`src/verilog/ies_pkg.sv`:
```
// Constants, types and register map of the infeed enable sequencer.
package ies_pkg;

  // Clock period and the one millisecond spread delay.
  localparam int CLK_PERIOD_NS = 4;
  localparam int T_MS_NS = 1000000;
  localparam int MS_CYC = (T_MS_NS + CLK_PERIOD_NS - 1) / CLK_PERIOD_NS;
  localparam int CYC_W = 18;

  // Sequence times in milliseconds, counted on the millisecond tick.
  localparam logic [15:0] SWAP_MS = 16'h01f4;
  localparam logic [15:0] ENABLE_MS = 16'h03e8;

  // Register byte offsets.
  localparam logic [7:0] OFS_SPD_THR = 8'h00;
  localparam logic [7:0] OFS_BRK_TIME = 8'h04;
  localparam logic [7:0] OFS_DROPOUT = 8'h08;
  localparam logic [7:0] OFS_DECEL = 8'h0c;
  localparam logic [7:0] OFS_REGEN = 8'h10;
  localparam logic [7:0] OFS_STATUS = 8'h14;

  // Register values after reset.
  localparam logic [15:0] RST_SPD_THR = 16'h0010;
  localparam logic [15:0] RST_BRK_TIME = 16'h01f4;
  localparam logic [15:0] RST_DROPOUT = 16'h0064;
  localparam logic [15:0] RST_DECEL = 16'h0100;
  localparam logic [15:0] RST_REGEN = 16'h0100;

  // Status register bit positions.
  localparam int ST_STATE_LSB = 0;
  localparam int ST_PRECHG = 4;
  localparam int ST_LINE = 5;
  localparam int ST_INTEN = 6;
  localparam int ST_PULSE = 7;
  localparam int ST_DRIVE = 8;
  localparam int ST_BRAKE = 9;
  localparam int ST_ISOL = 10;

  // Power sequence states.
  typedef enum logic [2:0] {
    IES_IDLE,
    IES_PRECHARGE,
    IES_CHARGED,
    IES_RUN,
    IES_SHUT_PULSE,
    IES_SHUT_CONTACT
  } ies_state_t;

  // Software settings that steer braking and the contactor drop-out.
  typedef struct packed {
    logic [15:0] spd_thr;
    logic [15:0] brk_time;
    logic [15:0] dropout;
    logic [15:0] decel_lim;
    logic [15:0] regen_lim;
  } ies_cfg_t;

  // Delayed copies of the three enable terminals.
  typedef struct packed {
    logic start;
    logic pulse;
    logic drive;
  } ies_en_t;

endpackage

```
`src/verilog/ies_delay.sv`:
```
// Level delay line that passes a change once it has held for a set time.
`timescale 1ns/100ps
module ies_delay
  import ies_pkg::*;
#(
  parameter int P_DLY = MS_CYC
) (
  // Clock and reset.
  input wire logic clk_i,
  input wire logic rst_i,
  // Level in and delayed level out.
  input wire logic d_i,
  output logic q_o
);

  logic [CYC_W-1:0] cnt_reg; // Cycles the input has differed.
  logic q_reg; // Delayed level.

  // A short glitch restarts the count, so only a held change passes.
  always_ff @(posedge clk_i) begin
    if (rst_i) begin
      cnt_reg <= '0;
      q_reg <= 1'b0;
    end else if (d_i == q_reg) begin
      cnt_reg <= '0;
    end else if (cnt_reg == CYC_W'(P_DLY - 1)) begin
      cnt_reg <= '0;
      q_reg <= d_i;
    end else begin
      cnt_reg <= cnt_reg + 1'b1;
    end
  end

  assign q_o = q_reg;

endmodule

```
`src/verilog/ies_top.sv`:
```
// Power-on, shutdown and enable spreading of an infeed module.
`timescale 1ns/100ps
module ies_top
  import ies_pkg::*;
#(
  parameter int P_MS_CYCLES = MS_CYC
) (
  // Clock and reset.
  input wire logic REF_CLK_I,
  input wire logic SYS_RST_I,
  // Enable terminals from the machine controller.
  input wire logic START_I,
  input wire logic PULSE_EN_I,
  input wire logic DRIVE_EN_I,
  // Power stage feedback.
  input wire logic DC_CHARGED_I,
  input wire logic CONTACTOR_COIL_LOOP_CLOSED_I,
  input wire logic [15:0] SPEED_I,
  // Register port.
  input wire logic [7:0] REG_ADDR_I,
  input wire logic [31:0] REG_WDATA_I,
  input wire logic REG_WR_I,
  input wire logic REG_RD_I,
  output logic [31:0] REG_RDATA_O,
  // Contactors and infeed enables.
  output logic PRECHG_CONTACTOR_O,
  output logic LINE_CONTACTOR_O,
  output logic INT_ENABLE_O,
  output logic INFEED_PULSE_EN_O,
  output logic DCLINK_REGULATED_O,
  // Drive group enables and braking.
  output logic MODULE_PULSE_EN_O,
  output logic DRIVE_PULSE_EN_O,
  output logic DRIVE_ENABLE_O,
  output logic SPEED_SET_ZERO_O,
  output logic [15:0] DECEL_LIMIT_O,
  output logic [15:0] REGEN_LIMIT_O
);

  //////////////////////////////////////////////////////////////////////////
  // Millisecond timebase and delayed terminals.
  //////////////////////////////////////////////////////////////////////////

  logic [CYC_W-1:0] cyc_cnt_reg; // Cycles within the current millisecond.
  logic ms_tick; // One-cycle pulse each millisecond.
  ies_en_t en_dly; // Terminals after the 1 ms spread delay.

  // Free-running timebase; sequence times are therefore exact to one tick.
  always_ff @(posedge REF_CLK_I) begin
    if (SYS_RST_I) begin
      cyc_cnt_reg <= '0;
    end else if (ms_tick) begin
      cyc_cnt_reg <= '0;
    end else begin
      cyc_cnt_reg <= cyc_cnt_reg + 1'b1;
    end
  end

  assign ms_tick = (cyc_cnt_reg == CYC_W'(P_MS_CYCLES - 1));

  // Start delay: pulses fall about 1 ms after start is withdrawn.
  ies_delay #(.P_DLY(P_MS_CYCLES)) u_start_dly (
    .clk_i(REF_CLK_I),
    .rst_i(SYS_RST_I),
    .d_i(START_I),
    .q_o(en_dly.start)
  );

  // Pulse enable delay, shared by every module of the group.
  ies_delay #(.P_DLY(P_MS_CYCLES)) u_pulse_dly (
    .clk_i(REF_CLK_I),
    .rst_i(SYS_RST_I),
    .d_i(PULSE_EN_I),
    .q_o(en_dly.pulse)
  );

  // Drive enable delay, shared by every drive.
  ies_delay #(.P_DLY(P_MS_CYCLES)) u_drive_dly (
    .clk_i(REF_CLK_I),
    .rst_i(SYS_RST_I),
    .d_i(DRIVE_EN_I),
    .q_o(en_dly.drive)
  );

  //////////////////////////////////////////////////////////////////////////
  // Register file.
  //////////////////////////////////////////////////////////////////////////

  ies_cfg_t cfg_reg; // Software settings.
  logic [31:0] rdata_reg; // Read data, valid one cycle after the strobe.
  logic [31:0] status; // Live status word.
  logic isolated_reg; // Line isolation completed.
  ies_state_t state_reg; // Sequence state.
  ies_state_t state_next; // Next sequence state.
  logic prechg_reg; // Pre-charge contactor command.
  logic line_reg; // Line contactor command.
  logic infeed_pulse_reg; // Infeed pulse enable.
  logic drive_pulse_reg; // Drive pulse enable.
  logic drive_en_reg; // Drive enable.
  logic braking_reg; // Drive-enable braking in progress.

  // Widen a 16-bit setting into a bus word with zero upper bits.
  function automatic logic [31:0] word16(input logic [15:0] v);
    word16 = {16'h0000, v};
  endfunction

  // Write side; the settings take effect on the next edge.
  always_ff @(posedge REF_CLK_I) begin
    if (SYS_RST_I) begin
      cfg_reg.spd_thr <= RST_SPD_THR;
      cfg_reg.brk_time <= RST_BRK_TIME;
      cfg_reg.dropout <= RST_DROPOUT;
      cfg_reg.decel_lim <= RST_DECEL;
      cfg_reg.regen_lim <= RST_REGEN;
    end else if (REG_WR_I) begin
      unique case (REG_ADDR_I)
        OFS_SPD_THR: cfg_reg.spd_thr <= REG_WDATA_I[15:0];
        OFS_BRK_TIME: cfg_reg.brk_time <= REG_WDATA_I[15:0];
        OFS_DROPOUT: cfg_reg.dropout <= REG_WDATA_I[15:0];
        OFS_DECEL: cfg_reg.decel_lim <= REG_WDATA_I[15:0];
        OFS_REGEN: cfg_reg.regen_lim <= REG_WDATA_I[15:0];
        // Status and unmapped offsets ignore writes.
        default: begin
        end
      endcase
    end
  end

  // Status gathers state and every power command but the drive pulse enable for software.
  always_comb begin
    status = 32'h0000_0000;
    status[ST_STATE_LSB +: 3] = state_reg;
    status[ST_PRECHG] = prechg_reg;
    status[ST_LINE] = line_reg;
    status[ST_INTEN] = INT_ENABLE_O;
    status[ST_PULSE] = infeed_pulse_reg;
    status[ST_DRIVE] = drive_en_reg;
    status[ST_BRAKE] = braking_reg;
    status[ST_ISOL] = isolated_reg;
  end

  // Read side; data stands for one cycle only, unmapped reads give zero.
  always_ff @(posedge REF_CLK_I) begin
    if (SYS_RST_I) begin
      rdata_reg <= 32'h0000_0000;
    end else if (REG_RD_I) begin
      unique case (REG_ADDR_I)
        OFS_SPD_THR: rdata_reg <= word16(cfg_reg.spd_thr);
        OFS_BRK_TIME: rdata_reg <= word16(cfg_reg.brk_time);
        OFS_DROPOUT: rdata_reg <= word16(cfg_reg.dropout);
        OFS_DECEL: rdata_reg <= word16(cfg_reg.decel_lim);
        OFS_REGEN: rdata_reg <= word16(cfg_reg.regen_lim);
        OFS_STATUS: rdata_reg <= status;
        default: rdata_reg <= 32'h0000_0000;
      endcase
    end else begin
      rdata_reg <= 32'h0000_0000;
    end
  end

  assign REG_RDATA_O = rdata_reg;

  //////////////////////////////////////////////////////////////////////////
  // Power-on and power-off sequence.
  //////////////////////////////////////////////////////////////////////////

  logic [15:0] ms_cnt_reg; // Milliseconds spent in the current state.

  // Next state; start is only looked at where the sequence allows it.
  always_comb begin
    state_next = state_reg;
    unique case (state_reg)
      IES_IDLE: begin
        if (START_I) begin
          state_next = IES_PRECHARGE;
        end
      end
      IES_PRECHARGE: begin
        // Start low is ignored here: charging always completes.
        if (DC_CHARGED_I) begin
          state_next = IES_CHARGED;
        end
      end
      IES_CHARGED: begin
        if (!START_I) begin
          state_next = IES_SHUT_PULSE;
        end else if (ms_cnt_reg == ENABLE_MS) begin
          state_next = IES_RUN;
        end
      end
      IES_RUN: begin
        if (!START_I) begin
          state_next = IES_SHUT_PULSE;
        end
      end
      IES_SHUT_PULSE: begin
        // Leave once the delayed start has cut the pulses.
        if (!en_dly.start) begin
          state_next = IES_SHUT_CONTACT;
        end
      end
      IES_SHUT_CONTACT: begin
        if (ms_cnt_reg == cfg_reg.dropout) begin
          state_next = IES_IDLE;
        end
      end
    endcase
  end

  // State register.
  always_ff @(posedge REF_CLK_I) begin
    if (SYS_RST_I) begin
      state_reg <= IES_IDLE;
    end else begin
      state_reg <= state_next;
    end
  end

  // Millisecond count, cleared on every state change.
  always_ff @(posedge REF_CLK_I) begin
    if (SYS_RST_I) begin
      ms_cnt_reg <= 16'h0000;
    end else if (state_next != state_reg) begin
      ms_cnt_reg <= 16'h0000;
    end else if (ms_tick && ms_cnt_reg != 16'hffff) begin
      ms_cnt_reg <= ms_cnt_reg + 16'h0001;
    end
  end

  // Contactor commands; the swap is one edge so both never conduct together.
  always_ff @(posedge REF_CLK_I) begin
    if (SYS_RST_I) begin
      prechg_reg <= 1'b0;
      line_reg <= 1'b0;
    end else begin
      unique case (state_reg)
        IES_PRECHARGE: begin
          prechg_reg <= 1'b1;
          line_reg <= 1'b0;
        end
        IES_CHARGED: begin
          if (ms_cnt_reg >= SWAP_MS) begin
            prechg_reg <= 1'b0;
            line_reg <= 1'b1;
          end
        end
        IES_RUN: begin
          prechg_reg <= 1'b0;
          line_reg <= 1'b1;
        end
        IES_SHUT_PULSE: begin
          prechg_reg <= 1'b0;
        end
        IES_SHUT_CONTACT: begin
          prechg_reg <= 1'b0;
          line_reg <= 1'b0;
        end
        IES_IDLE: begin
          prechg_reg <= 1'b0;
          line_reg <= 1'b0;
        end
      endcase
    end
  end

  // Isolation is reported once the drop-out time has run out.
  always_ff @(posedge REF_CLK_I) begin
    if (SYS_RST_I) begin
      isolated_reg <= 1'b0;
    end else if (state_reg == IES_SHUT_CONTACT && state_next == IES_IDLE) begin
      isolated_reg <= 1'b1;
    end else if (state_reg == IES_PRECHARGE) begin
      isolated_reg <= 1'b0;
    end
  end

  //////////////////////////////////////////////////////////////////////////
  // Pulse and drive enables, braking.
  //////////////////////////////////////////////////////////////////////////

  logic int_en; // Internal enables issued.
  logic pulse_on; // Pulses allowed by start and pulse enable.
  logic brake_done; // Braking ends on speed or timer.
  logic drive_dly_q; // Previous delayed drive enable.
  logic [15:0] brk_ms_reg; // Milliseconds spent braking.
  logic int_en_reg; // Registered internal enable.

  assign int_en = (state_reg == IES_RUN) || (state_reg == IES_SHUT_PULSE);
  // Start gates everything, so its inhibit wins over both terminals.
  assign pulse_on = int_en && en_dly.start && en_dly.pulse;
  assign brake_done = (SPEED_I < cfg_reg.spd_thr) ||
                      (brk_ms_reg >= cfg_reg.brk_time);

  // Braking starts on a drive-enable fall while pulses run.
  always_ff @(posedge REF_CLK_I) begin
    if (SYS_RST_I) begin
      braking_reg <= 1'b0;
      brk_ms_reg <= 16'h0000;
      drive_dly_q <= 1'b0;
    end else begin
      drive_dly_q <= en_dly.drive;
      if (!pulse_on || en_dly.drive) begin
        // Pulse withdrawal cancels braking: the drives coast.
        braking_reg <= 1'b0;
        brk_ms_reg <= 16'h0000;
      end else if (drive_dly_q && drive_en_reg) begin
        braking_reg <= 1'b1;
        brk_ms_reg <= 16'h0000;
      end else if (braking_reg && brake_done) begin
        braking_reg <= 1'b0;
      end else if (braking_reg && ms_tick) begin
        brk_ms_reg <= brk_ms_reg + 16'h0001;
      end
    end
  end

  // Registered enables; one edge drives every module at once.
  always_ff @(posedge REF_CLK_I) begin
    if (SYS_RST_I) begin
      int_en_reg <= 1'b0;
      infeed_pulse_reg <= 1'b0;
      drive_pulse_reg <= 1'b0;
      drive_en_reg <= 1'b0;
    end else begin
      int_en_reg <= int_en;
      infeed_pulse_reg <= pulse_on;
      drive_en_reg <= pulse_on && en_dly.drive;
      // The start-of-braking term bridges the edge before braking_reg rises.
      drive_pulse_reg <= pulse_on &&
                         (en_dly.drive || (braking_reg && !brake_done) ||
                          (drive_dly_q && drive_en_reg));
    end
  end

  // Outputs; the line contactor can only pull in with the coil loop shut.
  assign PRECHG_CONTACTOR_O = prechg_reg;
  assign LINE_CONTACTOR_O = line_reg && CONTACTOR_COIL_LOOP_CLOSED_I;
  assign INT_ENABLE_O = int_en_reg;
  assign INFEED_PULSE_EN_O = infeed_pulse_reg;
  assign MODULE_PULSE_EN_O = infeed_pulse_reg;
  assign DCLINK_REGULATED_O = infeed_pulse_reg;
  assign DRIVE_PULSE_EN_O = drive_pulse_reg;
  assign DRIVE_ENABLE_O = drive_en_reg;
  assign SPEED_SET_ZERO_O = !drive_en_reg;
  assign DECEL_LIMIT_O = cfg_reg.decel_lim;
  assign REGEN_LIMIT_O = cfg_reg.regen_lim;
endmodule

```
`config.mk`:
```
export PLATFORM = sky130hd
export DESIGN_NAME = ies_top
export DESIGN_NICKNAME = d
export VERILOG_FILES = /design/src/verilog/ies_pkg.sv /design/src/verilog/ies_delay.sv /design/src/verilog/ies_top.sv
export SDC_FILE = /design/constraint.sdc
export NUM_CORES = 1
export LEC_CHECK = 0
export ABC_AREA = 1
export BUFFER_PORTS_ARGS = -buffer_cell sky130_fd_sc_hd__buf_2
export CAP_MARGIN = 20
export CORE_MARGIN = 2
export CORE_UTILIZATION = 55
export DETAILED_ROUTE_END_ITERATION = 16
export PLACE_DENSITY = 0.76
export SYNTH_ARGS = -nofsm -noshare
export SYNTH_HDL_FRONTEND = slang
export SYNTH_SLANG_ARGS = --single-unit
```
`constraint.sdc`:
```
create_clock -name REF_CLK_I -period 2.28 [get_ports REF_CLK_I]
set_clock_uncertainty 0.15 [all_clocks]
set_input_delay 0.456 -clock REF_CLK_I [delete_from_list [all_inputs] [get_ports REF_CLK_I]]
set_output_delay 0.456 -clock REF_CLK_I [all_outputs]
set_load 0.05 [all_outputs]
```
==> flow_summary.yaml <==
finish:
  finalInstanceArea_sq_um: 12700
  layout.nets: 1691
  diodes: 0
  area_growth_syn_to_layout_pct: 17.5
  nFillCells: 1643
  drive_gt1_frac: 0.183
  largest_reg_flops: 48
critical_path:
  crit_fanout: 6
  arrival_ns: 2.51
  crit_path_end_kind: "flip-flop"
  critPathRequiredTime_ns: 2.56
  start_kind: "flip-flop"
  criticalPathCategory: "reg2reg"
yosys:
  syn-mean-instance-area_sq_um: 7.29
  synth_cell_types: 46
  synthCells: 1478
  synth.yosys.seq_area_share: 0.399
  yosysWarnings: 0
  ys_async_sr_fraction: 0
  synthFlopType: "dfxtp_1"
  synth_edf_count: 0
  syn_area_sq_um: 10800
  ys_seq_elements: 215
sta:
  setup_tns_ns: 0
  timing.final.hold_violations: 0
  period_minus_slack_ns: 2.23
  maxSlewHeadroom: 0.576
  worstMarginPinSlew_ns: 0.637
  drv_slew: 0
  fin_crit_sh: 0.977
  clock.fmax_mhz: 449
  finalSetupViolations: 0
clock_network:
  h-tree-depth: 1
  ctsHoldBuffers: 0
  numCtsBuffers: 23
  cts_sinks: 215
  cts_root_buffer: "clkbuf_16"
  cts_tree: "yes"
  clkLatencyLatePin_ns: 0.52
  path_clk_slew_ns: 0.06
  clk_path_buf_depth: 3
die:
  die_w_um: 144
  dieArea_sq_um: 20700
  die_y_um: 144
  ios: 138
  coreArea_sq_um: 19300
  rows: 51
  initial_utilization: 0.557
global_routing:
  grt_pass1_wl_um: 43600
  antenna_found_initial: 0
  grt_pass1_vias: 9059
  grt_start_max_net_pins: 72
  grt.total_usage: 0.264
  grt-ovfl-total: 0
status:
  status: "finished clean"
route:
  drc: 0
  drtIter0Drc: 757
  routed_wl_um: 28600
  wl_per_cell_um: 15.3
  ant_nets: 0
  vias: 10132
  vias_per_cell: 5.42
  dr.pass1.iters: 7
pwr:
  powerDensity_nw_per_um2: 642
  ir_drop_mv: 0.473
  p_leak_nw: 5.15
  p_total_w: 0.00813
place:
  placed_area_sq_um: 11600
  dpl.hpwl_um: 20700
  io_buffers: 105
  gp_congestion: 0.935
hold_path:
  hold_path.class: "in2reg"
flow_run:
  cap_violations: 0
==> through the flow <==
| stage | instances | hold slack [ns] | setup WS [ns] | util |
|---|---|---|---|---|
| global placement | 1822 | 0.275 | -0.0275 | 0.598 |
| detailed placement | 1822 | 0.282 | -0.0814 | 0.598 |
| floorplan | 1493 | 0.263 | 0.194 | - |
| finish | 1869 | 0.0813 | 0.0520 | 0.655 |
| global route | 1869 | 0.0725 | -0.0443 | 0.655 |
| CTS | 1863 | 0.0657 | 0.0141 | 0.639 |
==> area by class of cell <==
class                           count  area, sq um  area share
Timing Repair Buffer              160          996      0.0786
Multi-Input combinational cell    971         5430       0.429
Clock inverter                     10          109     0.00859
Inverter                          217          817      0.0645
Clock buffer                       31          666      0.0525
Tap cell                          265          332      0.0262
Sequential cell                   215         4320       0.341
==> cells in the final DEF (no fill, tap or decap), types with 4 or more instances in the layout <==
master,count
nand2_1,220
dfxtp_1,203
inv_1,198
nor2_1,148
a21oi_1,134
buf_2,105
o21ai_0,88
nand3_1,64
buf_4,49
xor2_1,30
nor3_1,29
ha_1,29
nand4_1,23
clkbuf_16,23
a211oi_1,20
inv_2,17
o22ai_1,16
nor4_1,16
conb_1,16
o211ai_1,14
nor3b_1,13
dfxtp_2,12
nor2_2,10
xnor2_1,9
ha_4,9
nor3_2,8
a31oi_1,7
or2_2,6
nand2_2,6
o21ai_1,6
o21a_1,6
clkbuf_8,6
nand3_2,5
a21oi_2,5
clkinv_2,5
nor2_4,4
a41oi_1,4
buf_12,4
==> worst max-delay path: stages, from the launching register on <==
cell and delay [ns]:
dfxtp_1 0.33, inv_1 0.07, ha_1 0.29, a21oi_1 0.14, nor2_1 0.05, nor3_1 0.18
nand2_1 0.16, a21oi_1 0.22, nor2_1 0.11, nand3_2 0.14, buf_4 0.14, nand2_1 0.04
a21oi_1 0.14
==> cell usage after synthesis, types with 2 or more instances <==
| cell type | count | share of area |
|---|---|---|
| ha_1 | 38 | 0.044 |
| inv_1 | 207 | 0.072 |
| o21ai_0 | 94 | 0.044 |
| nor4_1 | 18 | 0.010 |
| nor3_4 | 2 | 0.0030 |
| xor2_1 | 30 | 0.024 |
| buf_4 | 51 | 0.036 |
| nor3b_1 | 13 | 0.0091 |
| dfxtp_1 | 215 | 0.40 |
| buf_2 | 11 | 0.0051 |
| nor2_2 | 6 | 0.0035 |
| o21a_1 | 6 | 0.0042 |
| o22ai_1 | 16 | 0.0093 |
| or2_2 | 6 | 0.0035 |
| o21bai_1 | 3 | 0.0021 |
| nor2_1 | 155 | 0.054 |
| a21oi_1 | 140 | 0.065 |
| a211oi_1 | 20 | 0.014 |
| inv_2 | 8 | 0.0028 |
| buf_6 | 2 | 0.0021 |
| o211ai_1 | 14 | 0.0098 |
| nand2_2 | 2 | 0.0012 |
| clkbuf_1 | 26 | 0.0091 |
| and3_1 | 3 | 0.0017 |
| a22o_1 | 3 | 0.0024 |
| nand3_1 | 70 | 0.033 |
| nor3_2 | 6 | 0.0056 |
| a31oi_1 | 7 | 0.0041 |
| nand4_1 | 23 | 0.013 |
| a41oi_1 | 4 | 0.0032 |
| nand2_1 | 225 | 0.078 |
| xnor2_1 | 9 | 0.0073 |
| nor3_1 | 32 | 0.015 |
==> routing by layer <==
metal / vias to the layer above / wire (um) / track usage
li1: 5042 / - / -
met1: 4575 / 11600 / 0.329
met2: 422 / 13000 / 0.432
met3: 93 / 2460 / 0.0526
met4: 0 / 1530 / 0.138
met5: - / 0 / 0
==> timing repair <==
action                                  in CTS  in global routing
endpoints found under the setup margin       1                 46
pin swaps                                    0                 16
gates resized for setup                      2                 72
gates cloned                                 0                  2
setup buffers                                0                  4
==> power breakdown <==
part / internal [W] / switching (W) / total, W
Clock: 0.00227 / 0.00153 / 0.00380
Sequential: 0.00378 / 0.0000343 / 0.00382
Combinational: 0.000147 / 0.000368 / 0.000515
Total: 0.00620 / 0.00193 / 0.00813
==> path summary, 6_finish.rpt <==
path / startpoint / to / slack [ns] / depth (start not counted)
max: cfg_reg[69] / brk_ms_reg[5] / 0.05 / 12
max reg2reg: cfg_reg[69] / brk_ms_reg[5] / 0.05 / 12
min reg2reg: u_start_dly.cnt_reg[0] / u_start_dly.cnt_reg[0] / 0.29 / 1
min: DRIVE_EN_I / u_drive_dly.q_o / 0.08 / 3
==> cell families after synthesis <==
group,synth area share
xor+xnor,0.0317
compound gates,0.162
other cells,0.000348
fa+ha+maj,0.0441
flops,0.399
simple gates,0.235
buf+inv,0.128
(Power assumes the default switching activity.)
